<file path="src/logic/csp_pkg.sv">
// Constants shared by the charger status pin logic
package csp_pkg;
   localparam int unsigned CLK_HZ        = 40_000_000;   // Core clock rate
   localparam int unsigned PULSE_NS      = 128_000;      // Fault pulse, 128 us
   localparam int unsigned CLK_NS        = 1_000_000_000 / CLK_HZ;
   localparam int unsigned PULSE_CYC     = PULSE_NS / CLK_NS;  // 5120 cycles
   localparam int unsigned TH_LEVELS     = 4;            // Thermistor thresholds
   localparam int unsigned TH_CODE_W     = 3;            // Zone code width
   // Thermistor zone codes, ordered from hot to cold
   localparam logic [2:0]  ZONE_HOT      = 3'h0;
   localparam logic [2:0]  ZONE_WARM     = 3'h1;
   localparam logic [2:0]  ZONE_NORMAL   = 3'h2;
   localparam logic [2:0]  ZONE_COOL     = 3'h3;
   localparam logic [2:0]  ZONE_COLD     = 3'h4;
   typedef enum logic [1:0] {
      CSP_IDLE  = 2'b01,
      CSP_PULSE = 2'b10
   } csp_state_e;
endpackage

</file>
<file path="src/logic/csp_status_pins.sv">
// Status, shutdown and gate-drive pin logic of the charger
`timescale 1ns/1ps
`default_nettype none
module csp_status_pins #(
   parameter int unsigned PULSE_CYC = csp_pkg::PULSE_CYC,   // Fault pulse length in cycles
   parameter int unsigned TH_W      = 8                      // Thermistor reading width
) (
   input  wire logic            core_clk,          // 40 MHz core clock
   input  wire logic            resetn,            // Async reset, active low
   input  wire logic            hw_shutdown_input, // High: high-impedance mode
   input  wire logic            charging,          // Charge cycle in progress
   input  wire logic            fault_event,       // One-cycle fault strobe
   input  wire logic            en_stat,           // Status output enable bit
   input  wire logic            supplement_mode,   // Battery supplementing system
   input  wire logic            input_present,     // Input supply connected
   input  wire logic [TH_W-1:0] battery_thermistor_input, // Digitised thermistor level
   input  wire logic [TH_W-1:0] th_hot,            // Threshold, hot limit
   input  wire logic [TH_W-1:0] th_warm,           // Threshold, warm limit
   input  wire logic [TH_W-1:0] th_cool,           // Threshold, cool limit
   input  wire logic [TH_W-1:0] th_cold,           // Threshold, cold limit
   output logic                 stat_out,          // Progress pin output value, always 0
   output logic                 stat_oe,           // Progress pin driven low when high
   output logic                 int_out,           // Alert pin output value, always 0
   output logic                 int_oe,            // Alert pin driven low when high
   output logic                 discharge_gate_drive, // Gate drive level
   output logic                 hiz_mode,          // Device in high-impedance mode
   output logic [2:0]           th_zone,           // Thermistor zone for host status
   output logic                 th_fault           // Zone outside normal band
);

   ////////////////////////////////////////////////////////////////////////
   // Fault pulse timer

   // Counter width follows the pulse length, so long pulses never wrap early
   localparam int unsigned CNT_W = (PULSE_CYC > 1) ? $clog2(PULSE_CYC) : 1;

   csp_pkg::csp_state_e state, next_state;
   logic [CNT_W-1:0]    cnt, next_cnt;
   logic                pulse;

   // Load on a fault, count down to zero, then drop back to idle.
   // A fault inside the pulse reloads the count, so a burst stretches it
   // rather than stacking several pulses the host could not tell apart.
   always_comb begin
      next_state = state;
      next_cnt   = cnt;
      unique case (state)
         csp_pkg::CSP_IDLE: begin
            if (fault_event && !hw_shutdown_input) begin
               next_state = csp_pkg::CSP_PULSE;
               next_cnt   = CNT_W'(PULSE_CYC - 1);
            end
         end
         csp_pkg::CSP_PULSE: begin
            if (fault_event) begin
               next_cnt = CNT_W'(PULSE_CYC - 1);  // New fault restarts the pulse
            end else if (cnt == '0) begin
               next_state = csp_pkg::CSP_IDLE;
            end else begin
               next_cnt = cnt - CNT_W'(1);
            end
         end
         default: begin
            next_state = csp_pkg::CSP_IDLE;       // Illegal one-hot code recovers
            next_cnt   = '0;
         end
      endcase
   end

   // Timer registers; reset leaves no pulse pending
   always_ff @(posedge core_clk or negedge resetn) begin
      if (!resetn) begin
         state <= csp_pkg::CSP_IDLE;
         cnt   <= '0;
      end else begin
         state <= next_state;
         cnt   <= next_cnt;
      end
   end

   assign pulse = (state == csp_pkg::CSP_PULSE);

   ////////////////////////////////////////////////////////////////////////
   // Pin levels

   // Open-drain pull decision shared by both status pins; a pulse inverts
   // the steady level, so the host sees an edge whatever the charge state
   function automatic logic pull_low(input logic enable,
                                     input logic shutdown,
                                     input logic chg,
                                     input logic pls);
      return enable && !shutdown && (chg ^ pls);
   endfunction

   logic                          next_stat_oe;
   logic                          next_int_oe;
   logic                          next_dgate;
   logic                          next_th_fault;
   logic [csp_pkg::TH_CODE_W-1:0] next_zone;

   // Next pin levels, gate drive and thermistor band
   always_comb begin
      next_stat_oe  = pull_low(en_stat, hw_shutdown_input, charging, pulse);
      next_int_oe   = pull_low(en_stat, hw_shutdown_input, charging, pulse);
      next_dgate    = !(supplement_mode || !input_present);
      // Hot side tested first; a reading on a threshold counts in the band further from normal
      if (battery_thermistor_input <= th_hot)       next_zone = csp_pkg::ZONE_HOT;
      else if (battery_thermistor_input <= th_warm) next_zone = csp_pkg::ZONE_WARM;
      else if (battery_thermistor_input <  th_cool) next_zone = csp_pkg::ZONE_NORMAL;
      else if (battery_thermistor_input <  th_cold) next_zone = csp_pkg::ZONE_COOL;
      else                                          next_zone = csp_pkg::ZONE_COLD;
      next_th_fault = (next_zone != csp_pkg::ZONE_NORMAL);
   end

   // Registered pins; reset releases both status pins and parks the gate low
   always_ff @(posedge core_clk or negedge resetn) begin
      if (!resetn) begin
         stat_oe              <= 1'b0;
         int_oe               <= 1'b0;
         discharge_gate_drive <= 1'b0;
         hiz_mode             <= 1'b0;
         th_zone              <= csp_pkg::ZONE_NORMAL;
         th_fault             <= 1'b0;
      end else begin
         stat_oe              <= next_stat_oe;
         int_oe               <= next_int_oe;
         discharge_gate_drive <= next_dgate;
         hiz_mode             <= hw_shutdown_input;
         th_zone              <= next_zone;
         th_fault             <= next_th_fault;
      end
   end

   // Open-drain pins only ever drive low; the enables carry the level
   assign stat_out = 1'b0;
   assign int_out  = 1'b0;
endmodule
`default_nettype wire

</file>
<file path="config.mk">
export PLATFORM = sky130hd
export DESIGN_NAME = csp_status_pins
export DESIGN_NICKNAME = d
export VERILOG_FILES = /design/src/logic/csp_pkg.sv /design/src/logic/csp_status_pins.sv
export SDC_FILE = /design/constraint.sdc
export NUM_CORES = 1
export LEC_CHECK = 0
export ABC_AREA = 1
export BUFFER_PORTS_ARGS = -buffer_cell sky130_fd_sc_hd__buf_2
export CAP_MARGIN = 20
export CORE_ASPECT_RATIO = 0.75
export CORE_UTILIZATION = 40
export CTS_CLUSTER_DIAMETER = 40
export DETAILED_ROUTE_END_ITERATION = 12
export SYNTH_ARGS = -nofsm -noshare
export SYNTH_HDL_FRONTEND = slang
export SYNTH_SLANG_ARGS = --single-unit
</file>
<file path="constraint.sdc">
create_clock -name core_clk -period 2.11 [get_ports core_clk]
set_clock_uncertainty 0.2 [all_clocks]
set_input_delay 0.3165 -clock core_clk [delete_from_list [all_inputs] [get_ports core_clk]]
set_output_delay 0.3165 -clock core_clk [all_outputs]
set_load 0.02 [all_outputs]
</file>
==> results.txt, run 1 <==
In this run, distinct cell masters in the synthesized netlist total 28. The final routed wire length divided by cell count is 10.81 microns. The floorplan die width came out at about 86 microns. Summed over all layers, the routed wires come to 4.866 mm.

The worst setup path is captured at a flop. For the worst setup path, the data arrival time is between 1500 and 2000 ps. The clock group share of total power came out at between 10% and 20%.

The master cell of the clock root buffer is sky130_fd_sc_hd__clkbuf_8. The yosys synthesis warning count came out at 0. The detailed router finished its first iteration with 143 violations.

The startpoint type of the worst setup path is a flop. The post-synthesis to final-layout area growth is 21.03%. The ratio of total power to cell area is 954.1 mW/mm^2. The global-route track usage on met2 is 30.16%. The switching power summed over all nets is ~1100 uW. The number of flops mapped to enable cells by yosys came out at 0. In this run the core area contains 22 standard-cell rows. Global routing consumed, over all layers together, 19.99% of the routing resources. The number of antenna cells inserted came out at 0.

For this run, design rule violations remaining after detail routing come to 0. The post-detailed-placement half-perimeter wirelength came out at 3.972 mm. The finished cells cover 0.002564 sq mm. Timing would allow up to 533.9 MHz.

The number of buffers and inverters on the critical path is 3. The critical path goes through inv_1, ha_1, nand2_1, inv_1, nand2_4, nand2_4, nor2_2, buf_4, nand2_1, o21ai_1. The detailed router placed 2,023 vias in this run.

The clock period minus worst slack came out at between 1500 and 2000 ps. From bottom edge to top edge, the die measures between 60 and 70 microns. Setup repair after global routing left no endpoint under its margin. The met3 track utilization from global routing is 3.439%. Input and output buffers added on the ports amount to 55. The initial antenna violation count is 0.

The clock tree from TritonCTS is done. The required time of the critical path is 2110 ps. The share of synthesized cell area in full adder, half adder and majority cells is 20.08%. The worst-skew pair later-pin latency came out at 270 ps. In the synthesized netlist the dominant register cell turns out to be sky130_fd_sc_hd__dfrtp_1. The final max-slew violation count came out at 0. The first global-routing pass estimated roughly 8.9 mm of wire. The relative slew slack is ~66%.

The combinational group share of total power came out at 57.3%. A synthesized cell averages 6.640 sq um. The placeable core area came out at roughly 0.005 sq mm. The basic-gate share of the synthesized area counting and, or, nand and nor cells came out at between 20 and 30%.

The clock sink count is 22. Multiplexer cells account for 0% of the synthesized area. The maximum vdd ir drop came out at 0.0002884 V.

The flow ran to the end, and the final reports show no timing, DRC or antenna violations. The share of the clock period used by the worst path after layout is 88.77%. The type of the setup path with the least slack is flop to flop.

The remaining number of nets flagged by the antenna check after routing is 0. The proportion of register bits with asynchronous set or reset after synthesis came out at 100.0%. The per-cell via count in the routed design is 4.496. The initial core utilization came out at 42.52%. The post-synthesis register bit count came out at 22. On the critical path, the stage with the largest delay is an instance of sky130_fd_sc_hd__dfstp_2. The number of H-tree branching levels is 1. Of all nets on the critical path, the largest fanout is 8.

Cell internal power was estimated by the tool at 1305 uW. The fill cell total of the finished layout came out at 495. The transition time at the pin with the least slew margin came out at roughly 520 ps. The final weighted congestion in routability-driven placement is 0.8415. The static leakage is approximately 0.0016 uW. The kind of path behind the tightest hold check is input pin to flop.

The proportion of layout cells with a drive suffix above 1 came out at 20.11%. The largest net degree at the start of global routing is 23. The clock slew at the register clock pins of the worst setup and hold paths came out at 90 ps. The final-layout worst hold slack came out at ~24 ps. The overall die area is 0.005594 sq mm.

The TritonCTS buffer count came out at 3. After routing, the total negative slack on setup checks comes to 0 ps. The cell area reported after detailed placement came out at 0.002472 sq mm.

Net switching is 46.66% of the power. Pin placement for this block handled 58 I/O pins. In this design, the largest share of critical-path delay is due to flip-flops. The total setup buffers inserted after CTS came out at 0.

The via count of the first global-routing pass is 1,994. Summed over all layers, the global routing overflow is 0. The main combinational cell family by area after synthesis is simple AND/OR/NAND/NOR gates. The final-report hold violation count is 0. The post-synthesis instance area came out at 0.002118 sq mm. The busiest layer in global routing is met1.

The post-route core utilization is 51.46%. The number of instances in the synthesized netlist is between 300 and 400. The detailed-router iteration count before antenna repair is 4. The met1 capacity usage during global routing came out at 30.43%.

The portion of total power attributed to sequential cells is 26.4%. The post-synthesis compound-gate area fraction is 10.10%. The sequential-to-total area share from yosys stat came out at 26.11%. The clock passes through at most 2 buffers. The delay contributed by the slowest stage of the critical path is 550 ps.

The final layout contains 461 nets. The share of the synthesized netlist area taken by xor and xnor gates came out at 0.4135%. The max-capacitance violation count is 0. The number of setup violations in the final report is 0.
[registers in the layout, summed over array words and instances, names as in the netlist]
signal,count
cnt,13
th_zone,3
state,2
discharge_gate_drive,1
hiz_mode,1
int_oe,1
th_fault,1
[synthesized netlist by cell type (6+ instances only)]
cell | number | area share (%)
sky130_fd_sc_hd__a21oi_1 | 16 | 3.8
sky130_fd_sc_hd__dfrtp_1 | 20 | 24
sky130_fd_sc_hd__ha_1 | 34 | 20
sky130_fd_sc_hd__inv_1 | 61 | 11
sky130_fd_sc_hd__nand2_1 | 104 | 18
sky130_fd_sc_hd__nand3_1 | 13 | 3.1
sky130_fd_sc_hd__nor2_1 | 19 | 3.4
sky130_fd_sc_hd__o21ai_0 | 13 | 3.1
sky130_fd_sc_hd__o21ai_1 | 6 | 1.4
[repair_timing]
item,in CTS,in global routing
hold buffers,2,0
gates resized for setup,0,0
endpoints found under the hold margin,21,0
[final cells by class]
class / count / area [sq um] / share of cell area (%)
clock inverter: 1 / 30.03 / 1.171
clock buffer: 3 / 41.29 / 1.611
multi-input combinational: 227 / 1284 / 50.07
inverter: 64 / 240.2 / 9.370
timing repair buffer: 61 / 325.3 / 12.69
tap: 72 / 90.09 / 3.514
sequential: 22 / 553.0 / 21.57
[routing by layer]
metal / vias up / share of wire (%)
li1: 1101 / -
met1: 867 / 56
met2: 53 / 38
met3: 2 / 5.5
met4: 0 / 0.21
met5: - / 0
[cells by family (layout without fill, tap and decap cells)]
logic type,Yosys count,after routing
AOI/OAI and AO/OA,40,40
xor gates and xnor gates,1,1
adders and majority gates,34,34
buffers and inverters,71,129
DFF,22,22
other,1,2
and+or+nand+nor,150,150
[worst paths after layout]
path | startpoint | end | slack [ps] | cells past startpoint
worst max-delay path | state[0] | cnt[4] | 240 | 10
min in group asynchronous | resetn | cnt[6] | 340 | 2
max in group asynchronous | resetn | state[0] | 990 | 2
worst min register to register | state[0] | state[0] | 320 | 2
worst max register to register | state[0] | cnt[4] | 240 | 10
worst min-delay path | hw_shutdown_input | hiz_mode | 20 | 1
[power groups by stage]
stage	registers, uW	clock network, uW	logic, uW
finish	646	399	1400
global route	661	425	1630
CTS	643	407	1400
detailed placement	650	0	1390
global placement	651	0	1380
floorplan	640	0	1060
[through the flow]
stage / setup slack (ps) / power, uW / std cells
detailed placement: 238.7 / 2039 / 444
global route: 84.17 / 2717 / 450
finish: 236.9 / 2446 / 450
global placement: 313.4 / 2032 / 444
CTS: 246.7 / 2447 / 450
floorplan: 397.9 / 1697 / 320
[cell usage in the layout, fill, tap and decap left out]
cell type,synthesis,routed
sky130_fd_sc_hd__a211oi_1,1,1
sky130_fd_sc_hd__a21oi_1,16,16
sky130_fd_sc_hd__buf_2,0,55
sky130_fd_sc_hd__buf_4,3,4
sky130_fd_sc_hd__bufinv_16,0,1
sky130_fd_sc_hd__clkbuf_8,0,3
sky130_fd_sc_hd__conb_1,1,2
sky130_fd_sc_hd__dfrtp_1,20,20
sky130_fd_sc_hd__dfstp_2,2,2
sky130_fd_sc_hd__dlygate4sd3_1,0,2
sky130_fd_sc_hd__ha_1,34,34
sky130_fd_sc_hd__inv_1,61,61
sky130_fd_sc_hd__inv_2,3,3
sky130_fd_sc_hd__nand2_1,104,104
sky130_fd_sc_hd__nand2_2,1,1
sky130_fd_sc_hd__nand2_4,2,2
sky130_fd_sc_hd__nand3_1,13,13
sky130_fd_sc_hd__nand3b_1,1,1
sky130_fd_sc_hd__nand4_1,3,3
sky130_fd_sc_hd__nor2_1,19,19
sky130_fd_sc_hd__nor2_2,3,3
sky130_fd_sc_hd__nor2_4,1,1
sky130_fd_sc_hd__nor3_1,2,2
sky130_fd_sc_hd__nor4_1,1,1
sky130_fd_sc_hd__o211ai_1,1,1
sky130_fd_sc_hd__o21a_1,2,2
sky130_fd_sc_hd__o21ai_0,13,13
sky130_fd_sc_hd__o21ai_1,6,6
sky130_fd_sc_hd__o21ai_2,1,1
sky130_fd_sc_hd__xor2_1,1,1
No activity file was read; power rests on OpenSTA's default activity.
==> run 2: changes to the inputs <==
ABC_AREA = unset   (was 1)
==> results.txt, run 2 <==
The flow ran to the end, but the final reports show violations. The final reports fail on design-rule violations. No sink is reached through more buffers than the 2 on the longest clock path. The portion of total power attributed to sequential cells came out at between 20% and 30%.

After synthesis, the cell types taking the most area are sky130_fd_sc_hd__dfrtp_1, sky130_fd_sc_hd__ha_1, sky130_fd_sc_hd__inv_1. The clock slew at the register clock pins of the worst setup and hold paths came out at about 80 ps. The share of the clock period used by the worst path after layout is 95.59%. After detailed routing, the total wire length is 5.038 mm. The total area of multi-input combinational cells came out at 0.001341 sq mm.

The post-route standard cell area excluding fillers came out at 0.002760 sq mm. The setup TNS came out at 0 ps. The post-synthesis to final-layout area growth came out at 34.02%. Setup slack on the critical path of the routed design comes to 93.15 ps. The number of port buffers is 55. The worst register-to-register path begins at cnt[3]. The number of antenna cells inserted is 0. For the pin with the worst max-slew slack, the measured transition is 505.5 ps. The largest registers in the layout are cnt x13, th_zone x3, state x2. The proportion of layout cells with a drive suffix above 1 is 33.02%. The global-route track usage on met2 is about 28%. Counting flops with a built-in enable in the synthesized netlist gives 0.

The initialized floorplan defines 22 standard-cell rows. By startpoint and endpoint, the worst setup path is classified as flop to flop. The post-detailed-placement half-perimeter wirelength came out at 3.988 mm. The clock sink count is 22. The final max-slew violation count came out at 0. The maximum fanout along the worst path is 5.

The register ranked first by flip-flop count is cnt. The total number of nets in the final design came out at 407. The final routed wire length divided by cell count is 13.12 microns. The required time of the critical path is 2070 ps. The average size of a mapped cell is a little under 9 sq um. TritonCTS built the clock tree. For the worst setup path, the data arrival time is 1980 ps. The depth of the worst hold-timing path is 2. The worst hold path terminates at discharge_gate_drive.

The fill cell total of the finished layout is 462. The most common cell after layout, fill and taps aside is sky130_fd_sc_hd__buf_2. The initial antenna violation count came out at 0. The first global-routing pass estimated 8.625 mm of wire. In the post-synthesis netlist, the cell with the most instances is sky130_fd_sc_hd__inv_1.

The count of distinct cell types in the synthesized netlist came out at 56. The startpoint type of the worst setup path is a flop. The final weighted congestion in routability-driven placement is 0.8052. The cell area reported after detailed placement is roughly 0.0026 sq mm. The floorplan die width came out at around 85 microns. The static leakage is ~0.0015 uW.

Global routing consumed, on the met1 layer, 32.69% of the routing resources. Summed over its instances, the top area cell type makes up 24.30% of the synthesized netlist area. The worst path in the final design needs a cycle of 2017 ps, including I/O delays and setup. The routed layout has 1,970 vias. The number of instances in the synthesized netlist came out at between 200 and 250. The via count of the first global-routing pass came out at 1,807. Entering global routing, the biggest net connects 23 pins. The max-capacitance violation count is 0. The final-layout worst hold slack is 60.54 ps.

Setup violations remaining at the end of the flow were counted as 0. The post-synthesis register bit count came out at 22. The placeable core area came out at 0.004927 sq mm. The per-cell via count in the routed design is 5.130. The switching power summed over all nets is 1104 uW.

The highest clock frequency the design can meet is 495.8 MHz. The number of H-tree branching levels came out at 1. The combinational group share of total power is 58.7%. The post-placement setup slack came out at -160.0 ps. The chip height is roughly 64 microns.

By count the netlist is led by sky130_fd_sc_hd__inv_1, sky130_fd_sc_hd__ha_1, sky130_fd_sc_hd__dfrtp_1, sky130_fd_sc_hd__nor2_1, sky130_fd_sc_hd__nand2_1. The detailed router finished its first iteration with 113 violations. The final-report hold violation count was 0.

The met3 track utilization from global routing is 2.713%. The number of standard cells in the layout, taps in and fillers out is about 380. The TritonCTS buffer count is 3. The worst reg2reg path endpoint is cnt[9].

The relative slew slack came out at 66.30%. The tightest min-delay check is of the input pin to flop type. The register area is 553.0 sq um. The layer flagged by global routing as most heavily used is met1. The overflow left after global routing is 0.

The yosys synthesis warning count came out at 0. The initial core utilization is approximately two fifths. The proportion of register bits with asynchronous set or reset after synthesis is 100.0%. IR analysis of the VDD net gives a maximum drop of 0.0004549 V. The top cell type by total area after synthesis is sky130_fd_sc_hd__dfrtp_1.

The register with the most flip-flops in the layout has 13 of them. STA classifies the critical path endpoint as a flop. The remaining number of nets flagged by the antenna check after routing came out at 0. The ratio of total power to cell area is 976.7 mW/mm^2.

The DRC violations left came out at 2. In this run the most critical hold path is launched from input_present. The pre-antenna-repair detailed-routing pass consisted of 8 iterations. The switching share of power came out at about two fifths. The overall routing resource usage came out at approximately 20%. The cell count after placement came out at around 380.

For this run, the leading register cell type out of synthesis is sky130_fd_sc_hd__dfrtp_1. The worst-skew pair later-pin latency came out at 270 ps. The post-synthesis instance area came out at ~0.0021 sq mm. The clock network is responsible for 14.7% of the overall power.

Cell internal power was estimated by the tool at 1592 uW. The root buffer cell chosen for the clock tree is sky130_fd_sc_hd__clkbuf_8. The top-level port count came out at 58.

The setup slack of the most critical reg-to-reg path came out at 90 ps. The sequential-to-total area share from yosys stat is approximately 27%. The floorplan step defined a die boundary enclosing 0.005443 sq mm. In the layout the commonest cells are sky130_fd_sc_hd__buf_2, sky130_fd_sc_hd__inv_1, sky130_fd_sc_hd__ha_1, sky130_fd_sc_hd__buf_4, sky130_fd_sc_hd__dfrtp_1. The logic depth of the worst register-to-register path is 5.
-- run 2: routing by layer --
layer / vias up / wire, microns
li1: 1020 / -
met1: 883 / 2881
met2: 60 / 1867
met3: 7 / 251
met4: 0 / 38
met5: - / 0
-- run 2: final cells by class --
| class | instances | area share, % |
|---|---|---|
| clock buffers | 3 | 1.496 |
| inverters | 37 | 5.032 |
| flip-flops and latches | 22 | 20.04 |
| repair buffers | 93 | 21.03 |
| well taps | 60 | 2.720 |
| multi-input cells | 168 | 48.59 |
| clock inverters | 1 | 1.088 |
-- run 2: per-stage QoR --
stage                     util (%)  total power, uW
after floorplan                  -             1661
after global placement       53.12             2190
after detailed placement     53.12             2213
after CTS                    55.18             2628
after global routing         56.02             2921
final                        56.02             2696
-- run 2: critical path, cell delays in order (launching register included) --
cell                       delay (ps)
sky130_fd_sc_hd__dfrtp_1          470
sky130_fd_sc_hd__or4_4            570
sky130_fd_sc_hd__nor2_1           150
sky130_fd_sc_hd__nand4b_1         110
sky130_fd_sc_hd__a31o_1           220
sky130_fd_sc_hd__a22o_1           190
-- run 2: cell families after synthesis --
family	count (synthesis)	share of synthesized area, %
DFF	22	26.85
adders and majority gates	34	20.66
buffers and inverters	46	9.477
and+or+nand+nor	71	19.74
other	1	0.1821
xor gates and xnor gates	3	1.276
AOI/OAI and AO/OA	58	21.81
-- run 2: worst max-delay path by stage --
stage | cells after the start | startpoint | end | slack [ps]
CTS | 4 | cnt[1] | cnt[11] | 30
global route | 8 | cnt[1] | cnt[4] | -40
detailed placement | 7 | battery_thermistor_input[5] | th_fault | -160
floorplan | 7 | th_warm[5] | th_fault | 20
finish | 5 | cnt[3] | cnt[9] | 90
global placement | 7 | battery_thermistor_input[3] | th_zone[2] | -160
-- run 2: power groups by stage --
stage	sequential (uW)	clock, uW	combinational (uW)
after global routing	736	424	1760
after floorplan	722	0	940
after global placement	706	0	1480
final	717	396	1580
after CTS	702	411	1520
after detailed placement	707	0	1510
-- run 2: timing repair --
| item | in CTS | in global routing |
|---|---|---|
| resized for setup | 0 | 4 |
| hold buffers | 3 | 0 |
| setup endpoints to repair | 0 | 4 |
| hold endpoints to repair | 22 | 0 |
| buffers inserted | 0 | 2 |
==> run 3: changes to the inputs <==
CELL_PAD_IN_SITES_DETAIL_PLACEMENT = 0   (was unset)
CELL_PAD_IN_SITES_GLOBAL_PLACEMENT = 1   (was unset)
CORE_UTILIZATION = 39   (was 40)
PLACE_DENSITY_LB_ADDON = 0.1   (was unset)
==> results.txt, run 3 (synthesized netlist as in run 2, its figures left out) <==
The run finished with clean final reports. On the critical path, the stage with the largest delay is an instance of sky130_fd_sc_hd__or4_4. The proportion of layout cells with a drive suffix above 1 is 33.23%.

The clock period minus worst slack is between 2000 and 2500 ps. The final weighted congestion in routability-driven placement came out at 0.8202. The placeable core area came out at 0.004982 sq mm.

The per-cell via count in the routed design is 4.917. Summed over all layers, the global routing overflow is 0. STA classifies the critical path startpoint as a flop. The register ranked first by flip-flop count is cnt.

Global routing used 28.97% of the available met2 tracks. For hold timing, the worst endpoint is discharge_gate_drive. The number of rows in the core area is 22. The remaining number of nets flagged by the antenna check after routing came out at 0. Setup repair after global routing could not meet its margin everywhere. The overall die area is roughly 0.0056 sq mm. The kind of path behind the tightest hold check is input pin to flop. The final-layout worst hold slack came out at 79.55 ps. The fill cell total of the finished layout came out at 463. In this run the worst path has a maximum fanout of 5. Before antenna repair, the detailed router went through 4 iterations. In the finished design, the share of the clock period the worst path needs comes to 96.84%.

In the layout the commonest cells are sky130_fd_sc_hd__buf_2, sky130_fd_sc_hd__inv_1, sky130_fd_sc_hd__buf_4. The DRC violation total after the first TritonRoute iteration came out at 88. The final routed wire length divided by cell count is between 10 and 15 microns. In this run the static leakage power is 0.001499 uW. Wires add up to 5.005 mm. The TritonCTS buffer count is 3.

In this run the critical register-to-register path is captured at cnt[9]. The final max-slew violation count came out at 0. The largest net degree at the start of global routing came out at 23. The chip height is 64.94 microns. The maximum vdd ir drop is 0.0004125 V. The post-detailed-placement half-perimeter wirelength came out at 4.025 mm.

The overall routing resource usage came out at 19.50%. The max-capacitance violation count is 0. The first-pass GRT wire length came out at 8.618 mm. The cell-internal power came out at 1551 uW. The number of flip-flops in the largest register came out at 13.

CTS saw 22 sinks. The initial antenna violation count came to 0. The total number of nets in the final design is 408. The launching point of the worst reg2reg path is cnt[0]. The portion of total power attributed to sequential cells came out at 27.1%. The maximum clock insertion buffer count came out at 2. At the placement stage, the worst setup path has a slack of -193.7 ps. The final critical-path setup slack is 66.73 ps. The met1 capacity usage during global routing came out at around 30%. The library cell used most frequently in the layout, excluding fill and tap cells, is sky130_fd_sc_hd__buf_2. Dividing total power by cell area gives a power density of 955.8 mW/mm^2.

The clock slew at the register clock pins of the worst setup and hold paths is 90 ps. The cell area reported after detailed placement is 0.002635 sq mm. The initial core utilization came out at 41.34%.

The master cell of the clock root buffer is sky130_fd_sc_hd__clkbuf_8. 58 I/O pins were placed. The number of setup violations in the final report is 0. The register area came out at 554.3 sq um.

For this run, the top clock speed supported by timing is 489.4 MHz. The critical path goes through or4_4, nor2_1, nand4b_1, a31o_1, a22o_1. The setup check on the worst reg-to-reg path leaves a slack of 70 ps. The arrival time of the worst setup path came out at ~2000 ps. The DRC violations left came out at 0. The analysis attributes to net switching a power of 1093 uW.

TritonCTS built the clock tree. CTS built an H-tree with a depth of 1. The type of the setup path with the least slack is flop to flop.

Per report_power, the combinational group accounts for 57.7% of the total. The number of antenna cells inserted came out at 0. In the final layout, the registers with the most flip-flops are cnt x13, th_zone x3, state x2. The final-report hold violation count was 0.

The clock group share of total power is 15.2%. The post-route standard cell area excluding fillers came out at 0.002766 sq mm. The required time of the critical path is between 2000 and 2500 ps. The worst hold path begins at input_present.

The via count of the first global-routing pass came out at 1,886. The floorplan die width came out at 85.91 microns. Summing all multi-input logic gate instances after layout gives 0.001336 sq mm.

The logic depth of the worst register-to-register path came out at 5. From synthesis to final layout, the design area changed by 34.33%. Counting instances, the worst hold path has a depth of 2. The met3 track utilization from global routing came out at 3.567%. The global routing stage identified its most utilized layer as met1. For this run, the slowest stage of the critical path takes between 500 and 600 ps. The number of port buffers is 55. Of the total power, the share spent switching nets is 41.34%. The endpoint type of the worst setup path is a flop. The worst-skew pair later-pin latency came out at 270 ps. The count of vias placed by the detailed router came out at 1,952.
run 3: repair_timing:
action | CTS | global route
hold buffers | 3 | 0
setup buffers | 0 | 1
resized for setup | 0 | 4
endpoints found under the hold margin | 22 | 0
endpoints found under the setup margin | 0 | 4
run 3: per-stage QoR:
stage               setup TNS, ps  power [uW]  util [%]  instances
floorplan                       0        1661         -        236
global placement           -447.7        2157     52.89        389
detailed placement         -546.7        2166     52.89        389
CTS                             0        2581     54.92        396
global route               -22.75        2862     55.52        397
finish                          0        2644     55.52        397
run 3: worst max path at each step:
stage                           startpoint       end
2_1_floorplan                   th_warm[5]  th_fault
3_3_place_gp   battery_thermistor_input[5]  th_fault
3_5_place_dp   battery_thermistor_input[5]  th_fault
4_1_cts                             cnt[0]   cnt[10]
5_1_grt                             cnt[0]   cnt[10]
6_report                            cnt[0]    cnt[9]
run 3: power groups by stage:
stage	registers, uW	logic [uW]	clock network (uW)
6_report	717	1530	401
5_1_grt	733	1710	423
4_1_cts	706	1470	407
3_5_place_dp	714	1450	0
3_3_place_gp	712	1450	0
2_1_floorplan	722	940	0
run 3: layout make-up:
type	count	area share [%]
Multi-Input combinational cell	168	48.30
Timing Repair Buffer	94	20.81
Sequential cell	22	20.04
Inverter	37	5.020
Tap cell	72	3.256
Clock buffer	3	1.493
Clock inverter	1	1.085
run 3: worst max-delay path, delay by kind of cell, from the launching register on:
kind,cells,cell delay (ps)
simple gates,3,850
flops,1,450
compound gates,2,420
run 3: routing by layer:
layer | up-vias | part of all wire, % | wire [microns]
li1 | 1020 | - | -
met1 | 853 | 55 | 2746
met2 | 75 | 37 | 1861
met3 | 4 | 7.6 | 378
met4 | 0 | 0.38 | 19
met5 | - | 0 | 0
